==> config.mk <==
export PLATFORM = sky130hd
export DESIGN_NAME = dfp_top
export DESIGN_NICKNAME = d
export VERILOG_FILES = /design/src/dfp_pkg.sv /design/src/dfp_sync.sv /design/src/dfp_tick.sv /design/src/dfp_top.sv
export SDC_FILE = /design/constraint.sdc
export NUM_CORES = 1
export LEC_CHECK = 0
export ABC_AREA = 1
export BUFFER_PORTS_ARGS = -buffer_cell sky130_fd_sc_hd__buf_2
export CORE_MARGIN = 5
export CORE_UTILIZATION = 45
export DETAILED_ROUTE_END_ITERATION = 16
export PLACE_DENSITY_LB_ADDON = 0.08
export RECOVER_POWER = 100
export SYNTH_ARGS = -nofsm -noshare
export SYNTH_HDL_FRONTEND = slang
export SYNTH_SLANG_ARGS = --single-unit
export TNS_END_PERCENT = 5
==> constraint.sdc <==
create_clock -name pclk -period 2.1 [get_ports pclk]
set_clock_uncertainty 0.15 [all_clocks]
set_input_delay 0.21 -clock pclk [delete_from_list [all_inputs] [get_ports pclk]]
set_output_delay 0.21 -clock pclk [all_outputs]
set_load 0.01 [all_outputs]
==> src/dfp_pkg.sv <==
// Constants, register map and carrier types of the drive I/O force and parameter bank.
//
// Notes on behaviour
// - Force word holds 00 to 1F; bit 0 is output line 1, bit 4 line 5.
// - While forcing, a one bit drives its line active, a zero drives it inactive.
// - Active or inactive reaches the pin through that output's normally-closed setting.
// - Every change of the force word reaches the pins at once, with no confirm.
// - Leaving the force selection returns all outputs to their functional drive.
// - Forcing has no effect while the servo drive is enabled.
// - Input view lights one indicator per input line that is ON.
// - A disabled input line never lights its indicator.
// - A normally-closed input line reads ON when its contact is open.
// - Output view lights one indicator per output line that is active.
// - Parameters fall in five groups 0 to 4: monitor to diagnostic.
// - Writing 10 to the restore control returns parameters outside the monitor group, except the view selection, to factory defaults.
// - A mode change reloads I/O configuration only when the mode setting asks.
// - Locked parameters refuse writes while the drive is enabled.
// - Power-cycle parameters are stored now and applied after next power-up.
// - Volatile parameters are never saved and are lost at power-off.
// - The servo-on hour record is read-only, 0 to 65535, kept over a restore.
package dfp_pkg;
  localparam int          NUM_IN         = 8;
  localparam int          NUM_OUT        = 5;
  // ----------------------------------------------------------------
  // Register offsets; address bits 7:5 give the parameter group.
  // ----------------------------------------------------------------
  localparam logic [7:0]  OFS_HOURS      = 8'h00;
  localparam logic [7:0]  OFS_MONSEL     = 8'h04;
  localparam logic [7:0]  OFS_STATUS     = 8'h08;
  localparam logic [7:0]  OFS_MODE       = 8'h20;
  localparam logic [7:0]  OFS_RESTORE    = 8'h40;
  localparam logic [7:0]  OFS_IN_CFG     = 8'h44;
  localparam logic [7:0]  OFS_OUT_CFG    = 8'h48;
  localparam logic [7:0]  OFS_PCYC       = 8'h4C;
  localparam logic [7:0]  OFS_FORCE      = 8'h80;
  localparam logic [7:0]  OFS_VIEW       = 8'h84;
  localparam int          GRP_LSB        = 5;
  localparam logic [2:0]  GRP_LAST       = 3'h4;
  // ----------------------------------------------------------------
  // Field positions, values and reset values.
  // ----------------------------------------------------------------
  localparam int          MODE_RELOAD    = 4;
  localparam int          VIEW_FORCE     = 0;
  localparam int          VIEW_IN        = 1;
  localparam int          VIEW_OUT       = 2;
  localparam int          ST_OUT_LSB     = 8;
  localparam int          ST_SERVO       = 16;
  localparam int          PCYC_ACT_LSB   = 8;
  localparam logic [31:0] RESTORE_CODE   = 32'h0000000A;
  localparam logic [4:0]  FORCE_RST      = 5'h00;
  localparam logic [3:0]  MODE_RST       = 4'h0;
  localparam logic [15:0] IN_CFG_RST     = 16'h00FF;
  localparam logic [4:0]  OUT_NC_RST     = 5'h00;
  localparam logic [7:0]  PCYC_RST       = 8'h00;
  localparam logic [15:0] MONSEL_RST     = 16'h0000;
  localparam logic [15:0] HOURS_MAX      = 16'hFFFF;
  // ----------------------------------------------------------------
  // Timing: one servo-on hour at the 20 MHz bus clock.
  // ----------------------------------------------------------------
  localparam longint      HOUR_S         = 3600;
  localparam longint      CLK_HZ         = 20000000;
  localparam longint      HOUR_CYC       = HOUR_S * CLK_HZ;
  localparam int          HOUR_W         = 37;
  // ----------------------------------------------------------------
  // Types.
  // ----------------------------------------------------------------
  typedef enum logic [2:0] {
    DFP_GRP_MONITOR = 3'h0,
    DFP_GRP_BASIC   = 3'h1,
    DFP_GRP_EXTEND  = 3'h2,
    DFP_GRP_COMM    = 3'h3,
    DFP_GRP_DIAG    = 3'h4
  } dfp_group_t;
  typedef struct packed {
    logic [15:0] hours;
    logic [15:0] monsel;
    logic [3:0]  mode;
    logic [15:0] in_cfg;
    logic [4:0]  out_nc;
    logic [7:0]  pcyc;
  } dfp_nv_t;
endpackage : dfp_pkg

==> src/dfp_sync.sv <==
// Two-stage synchroniser for pin inputs.
`timescale 1ns/10ps
module dfp_sync #(
  parameter int W = 8
) (
  input  wire logic         clk,
  input  wire logic         rst_n,
  input  wire logic [W-1:0] d,
  output logic      [W-1:0] q
);
  logic [W-1:0] meta_reg;

  always_ff @(posedge clk or negedge rst_n) begin
    if (!rst_n) begin
      meta_reg <= '0;
      q        <= '0;
    end else begin
      meta_reg <= d;
      q        <= meta_reg;
    end
  end
endmodule : dfp_sync

==> src/dfp_tick.sv <==
// Enable-gated divider that pulses once every N counted cycles.
`timescale 1ns/10ps
module dfp_tick #(
  parameter int           W = 37,
  parameter logic [W-1:0] N = '1
) (
  input  wire logic clk,
  input  wire logic rst_n,
  input  wire logic en,
  output logic      tick
);
  logic [W-1:0] cnt_reg;
  wire          wrap = (cnt_reg == N - W'(1));

  always_ff @(posedge clk or negedge rst_n) begin
    if (!rst_n) begin
      cnt_reg <= '0;
      tick    <= 1'b0;
    end else begin
      tick <= en & wrap;
      if (en) begin
        cnt_reg <= wrap ? '0 : cnt_reg + W'(1);
      end
    end
  end
endmodule : dfp_tick

==> src/dfp_top.sv <==
// APB parameter bank with output forcing, status display and hour record.
`timescale 1ns/10ps
module dfp_top #(
  parameter logic [36:0] HOUR_CYCLES = 37'(dfp_pkg::HOUR_CYC)
) (
  input  wire logic                           pclk,
  input  wire logic                           presetn,
  input  wire logic                           psel,
  input  wire logic                           penable,
  input  wire logic                           pwrite,
  input  wire logic [7:0]                     paddr,
  input  wire logic [31:0]                    pwdata,
  output logic      [31:0]                    prdata,
  output logic                                pready,
  output logic                                pslverr,
  input  wire logic                           servo_enabled,
  input  wire logic [dfp_pkg::NUM_OUT-1:0]    func_out,
  input  wire logic [dfp_pkg::NUM_IN-1:0]     sensed_input_line,
  input  wire dfp_pkg::dfp_nv_t               nv_image,
  output dfp_pkg::dfp_nv_t                    nv_save,
  output logic      [dfp_pkg::NUM_OUT-1:0]    do_pin,
  output logic      [dfp_pkg::NUM_IN-1:0]     led,
  output logic      [7:0]                     pcyc_active
);
  // ----------------------------------------------------------------
  // State.
  // ----------------------------------------------------------------
  logic [4:0]  force_word_reg;
  logic [2:0]  view_reg;
  logic [3:0]  mode_reg;
  logic        reload_reg;
  logic [15:0] in_cfg_reg;
  logic [4:0]  out_nc_reg;
  logic [7:0]  pcyc_reg;
  logic [15:0] monsel_reg;
  logic [15:0] hours_reg;
  logic        boot_reg;
  logic [7:0]  in_s;
  logic        hour_tick;

  dfp_sync #(.W(dfp_pkg::NUM_IN)) u_in_sync (
    .clk   (pclk),
    .rst_n (presetn),
    .d     (sensed_input_line),
    .q     (in_s)
  );

  dfp_tick #(.W(dfp_pkg::HOUR_W), .N(HOUR_CYCLES)) u_hour (
    .clk   (pclk),
    .rst_n (presetn),
    .en    (servo_enabled),
    .tick  (hour_tick)
  );

  // ----------------------------------------------------------------
  // Bus decode.
  // ----------------------------------------------------------------
  wire        setup     = psel & ~penable;
  wire        access    = psel & penable;
  wire [2:0]  grp       = paddr[7:dfp_pkg::GRP_LSB];
  wire        grp_ok    = (grp <= dfp_pkg::GRP_LAST);
  wire        hit_hours = (paddr == dfp_pkg::OFS_HOURS);
  wire        hit_mon   = (paddr == dfp_pkg::OFS_MONSEL);
  wire        hit_stat  = (paddr == dfp_pkg::OFS_STATUS);
  wire        hit_mode  = (paddr == dfp_pkg::OFS_MODE);
  wire        hit_rest  = (paddr == dfp_pkg::OFS_RESTORE);
  wire        hit_incfg = (paddr == dfp_pkg::OFS_IN_CFG);
  wire        hit_outc  = (paddr == dfp_pkg::OFS_OUT_CFG);
  wire        hit_pcyc  = (paddr == dfp_pkg::OFS_PCYC);
  wire        hit_force = (paddr == dfp_pkg::OFS_FORCE);
  wire        hit_view  = (paddr == dfp_pkg::OFS_VIEW);
  wire        hit_any   = grp_ok & (hit_hours | hit_mon | hit_stat | hit_mode | hit_rest
                          | hit_incfg | hit_outc | hit_pcyc | hit_force | hit_view);
  wire        hit_ro    = hit_hours | hit_stat;
  wire        hit_lock  = hit_mode | hit_incfg | hit_outc | hit_rest;
  wire        wr_err    = ~hit_any | hit_ro | (hit_lock & servo_enabled);
  wire        err       = pwrite ? wr_err : ~hit_any;
  wire        wr_ok     = access & pwrite & ~pslverr;

  // ----------------------------------------------------------------
  // Derived I/O levels.
  // ----------------------------------------------------------------
  wire [7:0]  in_on     = in_cfg_reg[7:0] & (in_s ^ in_cfg_reg[15:8]);
  wire        force_eff = view_reg[dfp_pkg::VIEW_FORCE] & ~servo_enabled;
  wire [4:0]  out_act   = force_eff ? force_word_reg : func_out;
  wire [4:0]  force_lvl = force_word_reg ^ out_nc_reg;
  wire [4:0]  func_lvl  = func_out ^ out_nc_reg;
  wire [4:0]  pin_next  = out_act ^ out_nc_reg;
  wire [7:0]  led_next  = view_reg[dfp_pkg::VIEW_IN]  ? in_on :
                          view_reg[dfp_pkg::VIEW_OUT] ? {3'h0, out_act} : 8'h00;

  // ----------------------------------------------------------------
  // Write effects.
  // ----------------------------------------------------------------
  wire        do_rest   = wr_ok & hit_rest & (pwdata == dfp_pkg::RESTORE_CODE);
  wire        mode_chg  = wr_ok & hit_mode & (pwdata[3:0] != mode_reg);
  wire        io_reload = do_rest | (mode_chg & pwdata[dfp_pkg::MODE_RELOAD]);
  wire [2:0]  view_next = pwdata[dfp_pkg::VIEW_IN]  ? 3'b010 :
                          pwdata[dfp_pkg::VIEW_OUT] ? 3'b100 :
                          {2'b00, pwdata[dfp_pkg::VIEW_FORCE]};
  wire [31:0] rd_next   = hit_hours ? {16'h0000, hours_reg} :
                          hit_mon   ? {16'h0000, monsel_reg} :
                          hit_stat  ? {15'h0000, servo_enabled, 3'h0, out_act, in_on} :
                          hit_mode  ? {27'h0000000, reload_reg, mode_reg} :
                          hit_incfg ? {16'h0000, in_cfg_reg} :
                          hit_outc  ? {27'h0000000, out_nc_reg} :
                          hit_pcyc  ? {16'h0000, pcyc_active, pcyc_reg} :
                          hit_force ? {27'h0000000, force_word_reg} :
                          hit_view  ? {29'h00000000, view_reg} : 32'h00000000;

  // ----------------------------------------------------------------
  // APB answer: one-cycle access, data prepared in the setup cycle.
  // ----------------------------------------------------------------
  always_ff @(posedge pclk or negedge presetn) begin
    if (!presetn) begin
      prdata  <= 32'h00000000;
      pready  <= 1'b0;
      pslverr <= 1'b0;
    end else begin
      pready <= 1'b1;
      if (setup) begin
        prdata  <= (pwrite | ~grp_ok) ? 32'h00000000 : rd_next;
        pslverr <= err;
      end
    end
  end

  // ----------------------------------------------------------------
  // Volatile diagnostic registers, cleared at power-up.
  // ----------------------------------------------------------------
  always_ff @(posedge pclk or negedge presetn) begin
    if (!presetn) begin
      force_word_reg <= dfp_pkg::FORCE_RST;
      view_reg       <= 3'b000;
    end else begin
      if (do_rest) begin
        force_word_reg <= dfp_pkg::FORCE_RST;
      end else if (wr_ok & hit_force) begin
        force_word_reg <= pwdata[4:0];
      end
      if (wr_ok & hit_view) begin
        view_reg <= view_next;
      end
    end
  end

  // ----------------------------------------------------------------
  // Stored parameters, loaded from non-volatile image after power-up.
  // ----------------------------------------------------------------
  always_ff @(posedge pclk or negedge presetn) begin
    if (!presetn) begin
      boot_reg    <= 1'b1;
      mode_reg    <= dfp_pkg::MODE_RST;
      reload_reg  <= 1'b0;
      in_cfg_reg  <= dfp_pkg::IN_CFG_RST;
      out_nc_reg  <= dfp_pkg::OUT_NC_RST;
      pcyc_reg    <= dfp_pkg::PCYC_RST;
      pcyc_active <= dfp_pkg::PCYC_RST;
      monsel_reg  <= dfp_pkg::MONSEL_RST;
      hours_reg   <= 16'h0000;
    end else if (boot_reg) begin
      boot_reg    <= 1'b0;
      mode_reg    <= nv_image.mode;
      in_cfg_reg  <= nv_image.in_cfg;
      out_nc_reg  <= nv_image.out_nc;
      pcyc_reg    <= nv_image.pcyc;
      pcyc_active <= nv_image.pcyc;
      monsel_reg  <= nv_image.monsel;
      hours_reg   <= nv_image.hours;
    end else begin
      if (hour_tick & (hours_reg != dfp_pkg::HOURS_MAX)) begin
        hours_reg <= hours_reg + 16'h0001;
      end
      if (wr_ok & hit_mon) begin
        monsel_reg <= pwdata[15:0];
      end
      if (do_rest) begin
        mode_reg   <= dfp_pkg::MODE_RST;
        reload_reg <= 1'b0;
        pcyc_reg   <= dfp_pkg::PCYC_RST;
      end else begin
        if (wr_ok & hit_mode) begin
          mode_reg   <= pwdata[3:0];
          reload_reg <= pwdata[dfp_pkg::MODE_RELOAD];
        end
        if (wr_ok & hit_pcyc) begin
          pcyc_reg <= pwdata[7:0];
        end
      end
      if (io_reload) begin
        in_cfg_reg <= dfp_pkg::IN_CFG_RST;
        out_nc_reg <= dfp_pkg::OUT_NC_RST;
      end else begin
        if (wr_ok & hit_incfg) begin
          in_cfg_reg <= pwdata[15:0];
        end
        if (wr_ok & hit_outc) begin
          out_nc_reg <= pwdata[4:0];
        end
      end
    end
  end

  // ----------------------------------------------------------------
  // Pins, display and save image.
  // ----------------------------------------------------------------
  always_ff @(posedge pclk or negedge presetn) begin
    if (!presetn) begin
      do_pin  <= 5'h00;
      led     <= 8'h00;
      nv_save <= '0;
    end else begin
      do_pin  <= pin_next;
      led     <= led_next;
      nv_save <= '{hours: hours_reg, monsel: monsel_reg, mode: mode_reg,
                   in_cfg: in_cfg_reg, out_nc: out_nc_reg, pcyc: pcyc_reg};
    end
  end
endmodule : dfp_top

* Word level (Yosys, flattened, before mapping)
Cells that the tools add are included.
** Storage, ports and cells
- Flip-flop bits (word level) :: 249
- Logic and storage cells :: 135
** Operators by class
- Add/sub/neg operators :: 2
- $lt $le $gt $ge :: 1
- Equal/unequal tests :: 13
- Reductions and logical operators :: 10
- Mux-type cells :: 37
- Bitwise logic cells :: 46
** Operators with widths (number)
- two-way mux 16 bit :: 11
- two-way mux 17 bit :: 4
- two-way mux 5 bit :: 8
- adder 37 x 1 -> 37 bit, second input constant :: 1
- equality test 37 bit, second input constant :: 1
- two-way mux 37 bit :: 1
- equality test 32 x 4 -> 1 bit, second input constant :: 1
- equality test 8 x 7 -> 1 bit, second input constant :: 4
- two-way mux 8 bit :: 4
- AND 1 bit :: 20
- OR 1 bit :: 17
- adder 16 x 1 -> 16 bit, second input constant :: 1
- equality test 8 bit, second input constant :: 2
- inequality test 16 bit, second input constant :: 1
- two-way mux 4 bit :: 3
- nonzero test 3 bit :: 4
- two-way mux 3 bit :: 3
- AND 8 bit :: 1
- equality test 8 x 3 -> 1 bit, second input constant :: 1
- equality test 8 x 4 -> 1 bit, second input constant :: 1
- equality test 8 x 6 -> 1 bit, second input constant :: 1
- zero test 8 bit :: 1
- nonzero test 2 bit :: 4
- XOR 8 bit :: 1
- 6 further kinds :: 13

* Logic depth before layout (Yosys ltp)
- Word-level depth :: 15
- Mapped depth :: 13

* Cells and area by module
A second synthesis with hierarchy kept.
** Unflattened totals
- Cells, all modules :: 1487
- Area total of the unflattened synthesis :: 11766.3 sq um
** Modules (own cells, without submodules)
- dfp_top :: area each 8745.9 sq um, cells an instance 1063, times used 1, sequential area each 4515.6 sq um
- dfp_tick :: area each 2620.0 sq um, cells an instance 408, times used 1, sequential area each 950.9 sq um
- dfp_sync :: area each 400.4 sq um, cells an instance 16, times used 1, sequential area each 400.4 sq um

* Worst setup path before layout
OpenSTA, ideal clock, no wires.
- Kind :: reg-to-reg
- Start point :: register u_hour.cnt_reg[0]
- End point :: register u_hour.cnt_reg[34]
- Stages on the path, launching flop included :: 12
- Setup time :: 0.118 ns
- Arrival :: 1.531 ns
- Data required time :: 1.832 ns
- Setup slack :: 0.301 ns
- Path through :: dfrtp_1 > ha_1 > nand3_2 > nor2_4 > nand2_2 > nor2_4 > nand2_2 > nor2_4 > nand2_1 > nor2_1 > xor2_1 > inv_1
** Between the ends
- Cells in the longest elaborated chain, start to end :: 2
- Elaborated cells between the ends (all ways) :: 3
- Those cells by class :: add/sub (1); eq/ne (1); mux (1)
** RTL lines
- start, declared :: line dfp_tick.sv:12 : logic [W-1:0] cnt_reg;
- start signal, assigned :: line dfp_tick.sv:22 : cnt_reg <= wrap ? '0 : cnt_reg + W'(1);
- adder 37 x 1 -> 37 bit / equality test 37 bit (equally long branches) :: line dfp_tick.sv:22, dfp_tick.sv:13
- two-way mux 37 bit * :: line dfp_tick.sv:22
Mark *: on every way between the ends. The rest lies on a longest branch, timed or not.
A chain may end at the register's enable or synchronous reset.

* Worst setup path in the final report
- Start point :: input port pwdata[4]
- End point :: register in_cfg_reg[9]
** Between the ends
- Cells in the longest elaborated chain, start to end :: 5
- Elaborated cells between the ends (all ways) :: 7
- Those cells by class :: eq/ne (1); mux (2); bitwise (3); reduce/logical (1)
** RTL lines
- start, declared :: line dfp_top.sv:12 : input wire logic [31:0] pwdata,
- equality test 32 x 4 -> 1 bit :: line dfp_top.sv:95 : wire do_rest = wr_ok & hit_rest & (pwdata == dfp_pkg::RESTORE_CODE);
- AND 1 bit :: line dfp_top.sv:95
- OR 1 bit * :: line dfp_top.sv:97 : wire io_reload = do_rest | (mode_chg & pwdata[dfp_pkg::MODE_RELOAD]);
- two-way mux 16 bit :: line dfp_top.sv:190 : if (io_reload) begin
- two-way mux 16 bit :: line dfp_top.sv:161 : end else if (boot_reg) begin
- end signal, assigned :: line dfp_top.sv:164 : in_cfg_reg <= nv_image.in_cfg;
- end signal, assigned :: line dfp_top.sv:191 : in_cfg_reg <= dfp_pkg::IN_CFG_RST;
- end signal, assigned :: line dfp_top.sv:195 : in_cfg_reg <= pwdata[15:0];
- end, declared :: line dfp_top.sv:32 : logic [15:0] in_cfg_reg;
Marks and branches as above.

==> flow_summary.ini <==
[layout]
instances_no_fill = 2073
mostFrequentLayoutCells = nand2_1 (356), dfrtp_1 (225), nor2_1 (145)
drive_gt1_share_pct = 16.07
utilization_pct = 60.19
final_common_cell = nand2_1
num-fill-cells = 2276
largest_register_ffs = 65
design_area_mm2 = 0.01468
area_growth_pct = 31.19
insertedDiodeCount = 0
final_nets = 1857

[setup_path]
worst-path-buf-inv = 5
path_common_cell = nand2_1
crit_fanout = 9
slowest_delay_ns = 0.53
cp-start-kind = primary input
endpoint = in_cfg_reg[9]
cp_slowest_cell = dlygate4sd3_1
r2r_start = u_hour.cnt_reg[1]
reg2regPathDepth = 8
r2r-end = u_hour.cnt_reg[22]
path_delay_family = buffers and inverters
critical_path_depth = 14
critPathLaunch = pwdata[4]
r2r_slack_ns = 0.11
required_ns = 2.38
cp_data_arrival_time_ns = 2.31
crit_chain = dlygate4sd3_1 > buf_2 > inv_1 > nand2_1 > nor3_4 > nand2_1 > nor2_1 > nand2_2 > nand2_2 > nor2_4 > buf_12 > buf_4 > nand3_1 > nand2_1
endpoint_kind = flop
crit_type = primary input to flop

[power_and_ir_drop]
intPower_uw = 7775
p_comb_share_pct = 13.5
clkPwrFrac_pct = 38.3
switching_share_pct = 28.11
power_uw = 10820
p_switching_uw = 3040
seqPwrFrac_pct = 48.1
ir_worst_vdd_uv = 527.9
p_leak_uw = 0.007047
power_density_mw_per_mm2 = 736.7

[route]
drtIter0Drc = 882
num_vias = 10590
drc_errors = 0
first_pass_iters = 6
wl_mm = 38.41
ant_nets = 0
viasPerCell = 5.110
wl_per_cell_um = 18.53

[placement]
globalplace.congestion = 0.9538
dp.cells = 1918
port_buffers = 228
dp_hpwl_mm = 28.34
dpl_cell_area_mm2 = 0.01299

[floorplanning]
rows = 57
fp.dieH_um = 167.7
dieWidth_um = 167.7
coreArea_mm2 = 0.02439
dieArea_mm2 = 0.02812
start_util_pct = 45.88
ioPinCount = 244

[timing]
finalCritPeriodShare_pct = 96.31
tightest_slew_ns = 1.079
fin_crit_ns = 2.022
finalHoldViolations = 0
relSlewSlack_pct = 28.06
fmax_mhz = 494.5
setup_viol = 0
report.final.slew_viol_count = 0

[grt]
grt_pass1_vias = 10580
antenna_found_initial = 0
grt_first_pass_wirelength_mm = 58.85
grt_max_degree = 71
grt_use_total_pct = 26.40
overflow = 0

[synthesis]
ys_ff_latch = 234
ys_types = 46
avgSynthCellArea_um2 = 8.326
seq_area_frac_synth_pct = 52.43
synth_top_area_share_pct = 50.31
syn-instance-count = 1344
netlist_area_mm2 = 0.01119
yosysWarnings = 0
yosysTopAreaCell = dfrtp_1
synth_area_leaders = dfrtp_1 (50%), nand2_1 (12%), nor2_1 (4.9%), inv_1 (4.2%), nand3_1 (3.8%)

[min_path]
hold_path_class = primary input to flop

[cts]
cts_buffers = 25
cts_sinks = 234
clkTransAtPathRegs_ns = 0.07
clockRootBuffer = clkbuf_16
htreeDepth = 1
clk_latency_ns = 0.54
cts_max_path_buffers = 3
tritoncts = yes

[status]
status = complete, no violations

[flow_run]
maxCapViolCount = 0
power by group through the flow:
stage / clock, µW / sequential (µW) / combinational [µW]
4_1_cts: 4210 / 5200 / 1510
3_3_place_gp: 0 / 5280 / 1340
6_report: 4150 / 5210 / 1460
3_5_place_dp: 0 / 5270 / 1350
2_1_floorplan: 0 / 5260 / 619
5_1_grt: 4420 / 5240 / 1630
cell families (layout without fill, tap and decap cells):
logic type                 after synthesis  after routing  synth area share (%)
other                                    2             17               0.06711
xor gates and xnor gates                42             42                 3.287
DFF                                    234            234                 52.43
adders and majority gates                2              2                0.2236
and+or+nand+nor                        704            705                 27.64
AOI/OAI and AO/OA                      173            173                 8.989
buffers and inverters                  187            576                 7.368
layer usage:
metal / vias to the layer above / global-route usage (%) / part of all wire, %
li1: 5102 / - / -
met5: - / 0 / 0
met2: 460 / 41.76 / 46
met1: 4954 / 37.58 / 44
met4: 0 / 7.410 / 3.0
met3: 76 / 4.809 / 7.3
synthesized netlist by cell type (all sizes together):
library cell,instances
nand2,369
dfrtp,225
nor2,163
inv,135
o21ai,88
nand3,87
a21oi,40
nor3,38
nand4,34
xor2,33
buf,32
clkbuf,20
o211ai,17
o22ai,17
dfstp,9
xnor2,9
nor4,5
or2,5
a211oi,2
a31oi,2
conb,2
ha,2
nand3b,2
o221ai,2
nor3b,1
o2111ai,1
o211a,1
o21a,1
o31ai,1
o41ai,1
worst register-to-register path: stages (launching register included):
cell and delay, ns:
dfrtp_1 0.38, ha_2 0.22, nand3_2 0.11, nor2_4 0.12, nand2_2 0.10, nor4_2 0.38
nand3_1 0.18, xor2_1 0.19, inv_1 0.05
layout make-up:
cell class                      count  area [µm²]  area share (%)
Clock inverter                     11       73.82          0.5028
Inverter                          135       506.7           3.452
Clock buffer                       34       689.4           4.696
Tap cell                          324       405.4           2.761
Sequential cell                   234        5867           39.96
Timing Repair Buffer              396        2549           17.36
Multi-Input combinational cell    939        4591           31.27
worst min path at each step:
stage | start | depth (start not counted) | slack (ns) | endpoint
CTS | paddr[7] | 5 | 0.001 | pslverr
global placement | presetn | 1 | 0.08 | u_hour.cnt_reg[9]
detailed placement | presetn | 1 | 0.09 | u_hour.cnt_reg[9]
finish | paddr[7] | 5 | 0.03 | pslverr
global route | paddr[7] | 6 | 0.08 | prdata[16]
floorplan | presetn | 0 | -0.24 | do_pin[0]
through the flow:
stage / hold slack [ns] / setup TNS (ns) / setup WS (ns)
5_1_grt: 0.08095 / -0.01153 / -0.01153
4_1_cts: 0.001060 / 0 / 0.05154
2_1_floorplan: -0.2356 / 0 / 0.3010
6_report: 0.02845 / 0 / 0.07757
3_3_place_gp: 0.08445 / 0 / 0.03342
3_5_place_dp: 0.08577 / -0.1905 / -0.02850
timing repair:
| item | CTS | global route |
|---|---|---|
| buffers inserted | 0 | 6 |
| hold buffers | 103 | 0 |
| gates cloned | 1 | 0 |
| pin swaps | 1 | 2 |
| endpoints found under the hold margin | 267 | 0 |
| resized for setup | 0 | 8 |
| setup endpoints to repair | 15 | 30 |
(Power assumes the default switching activity.)
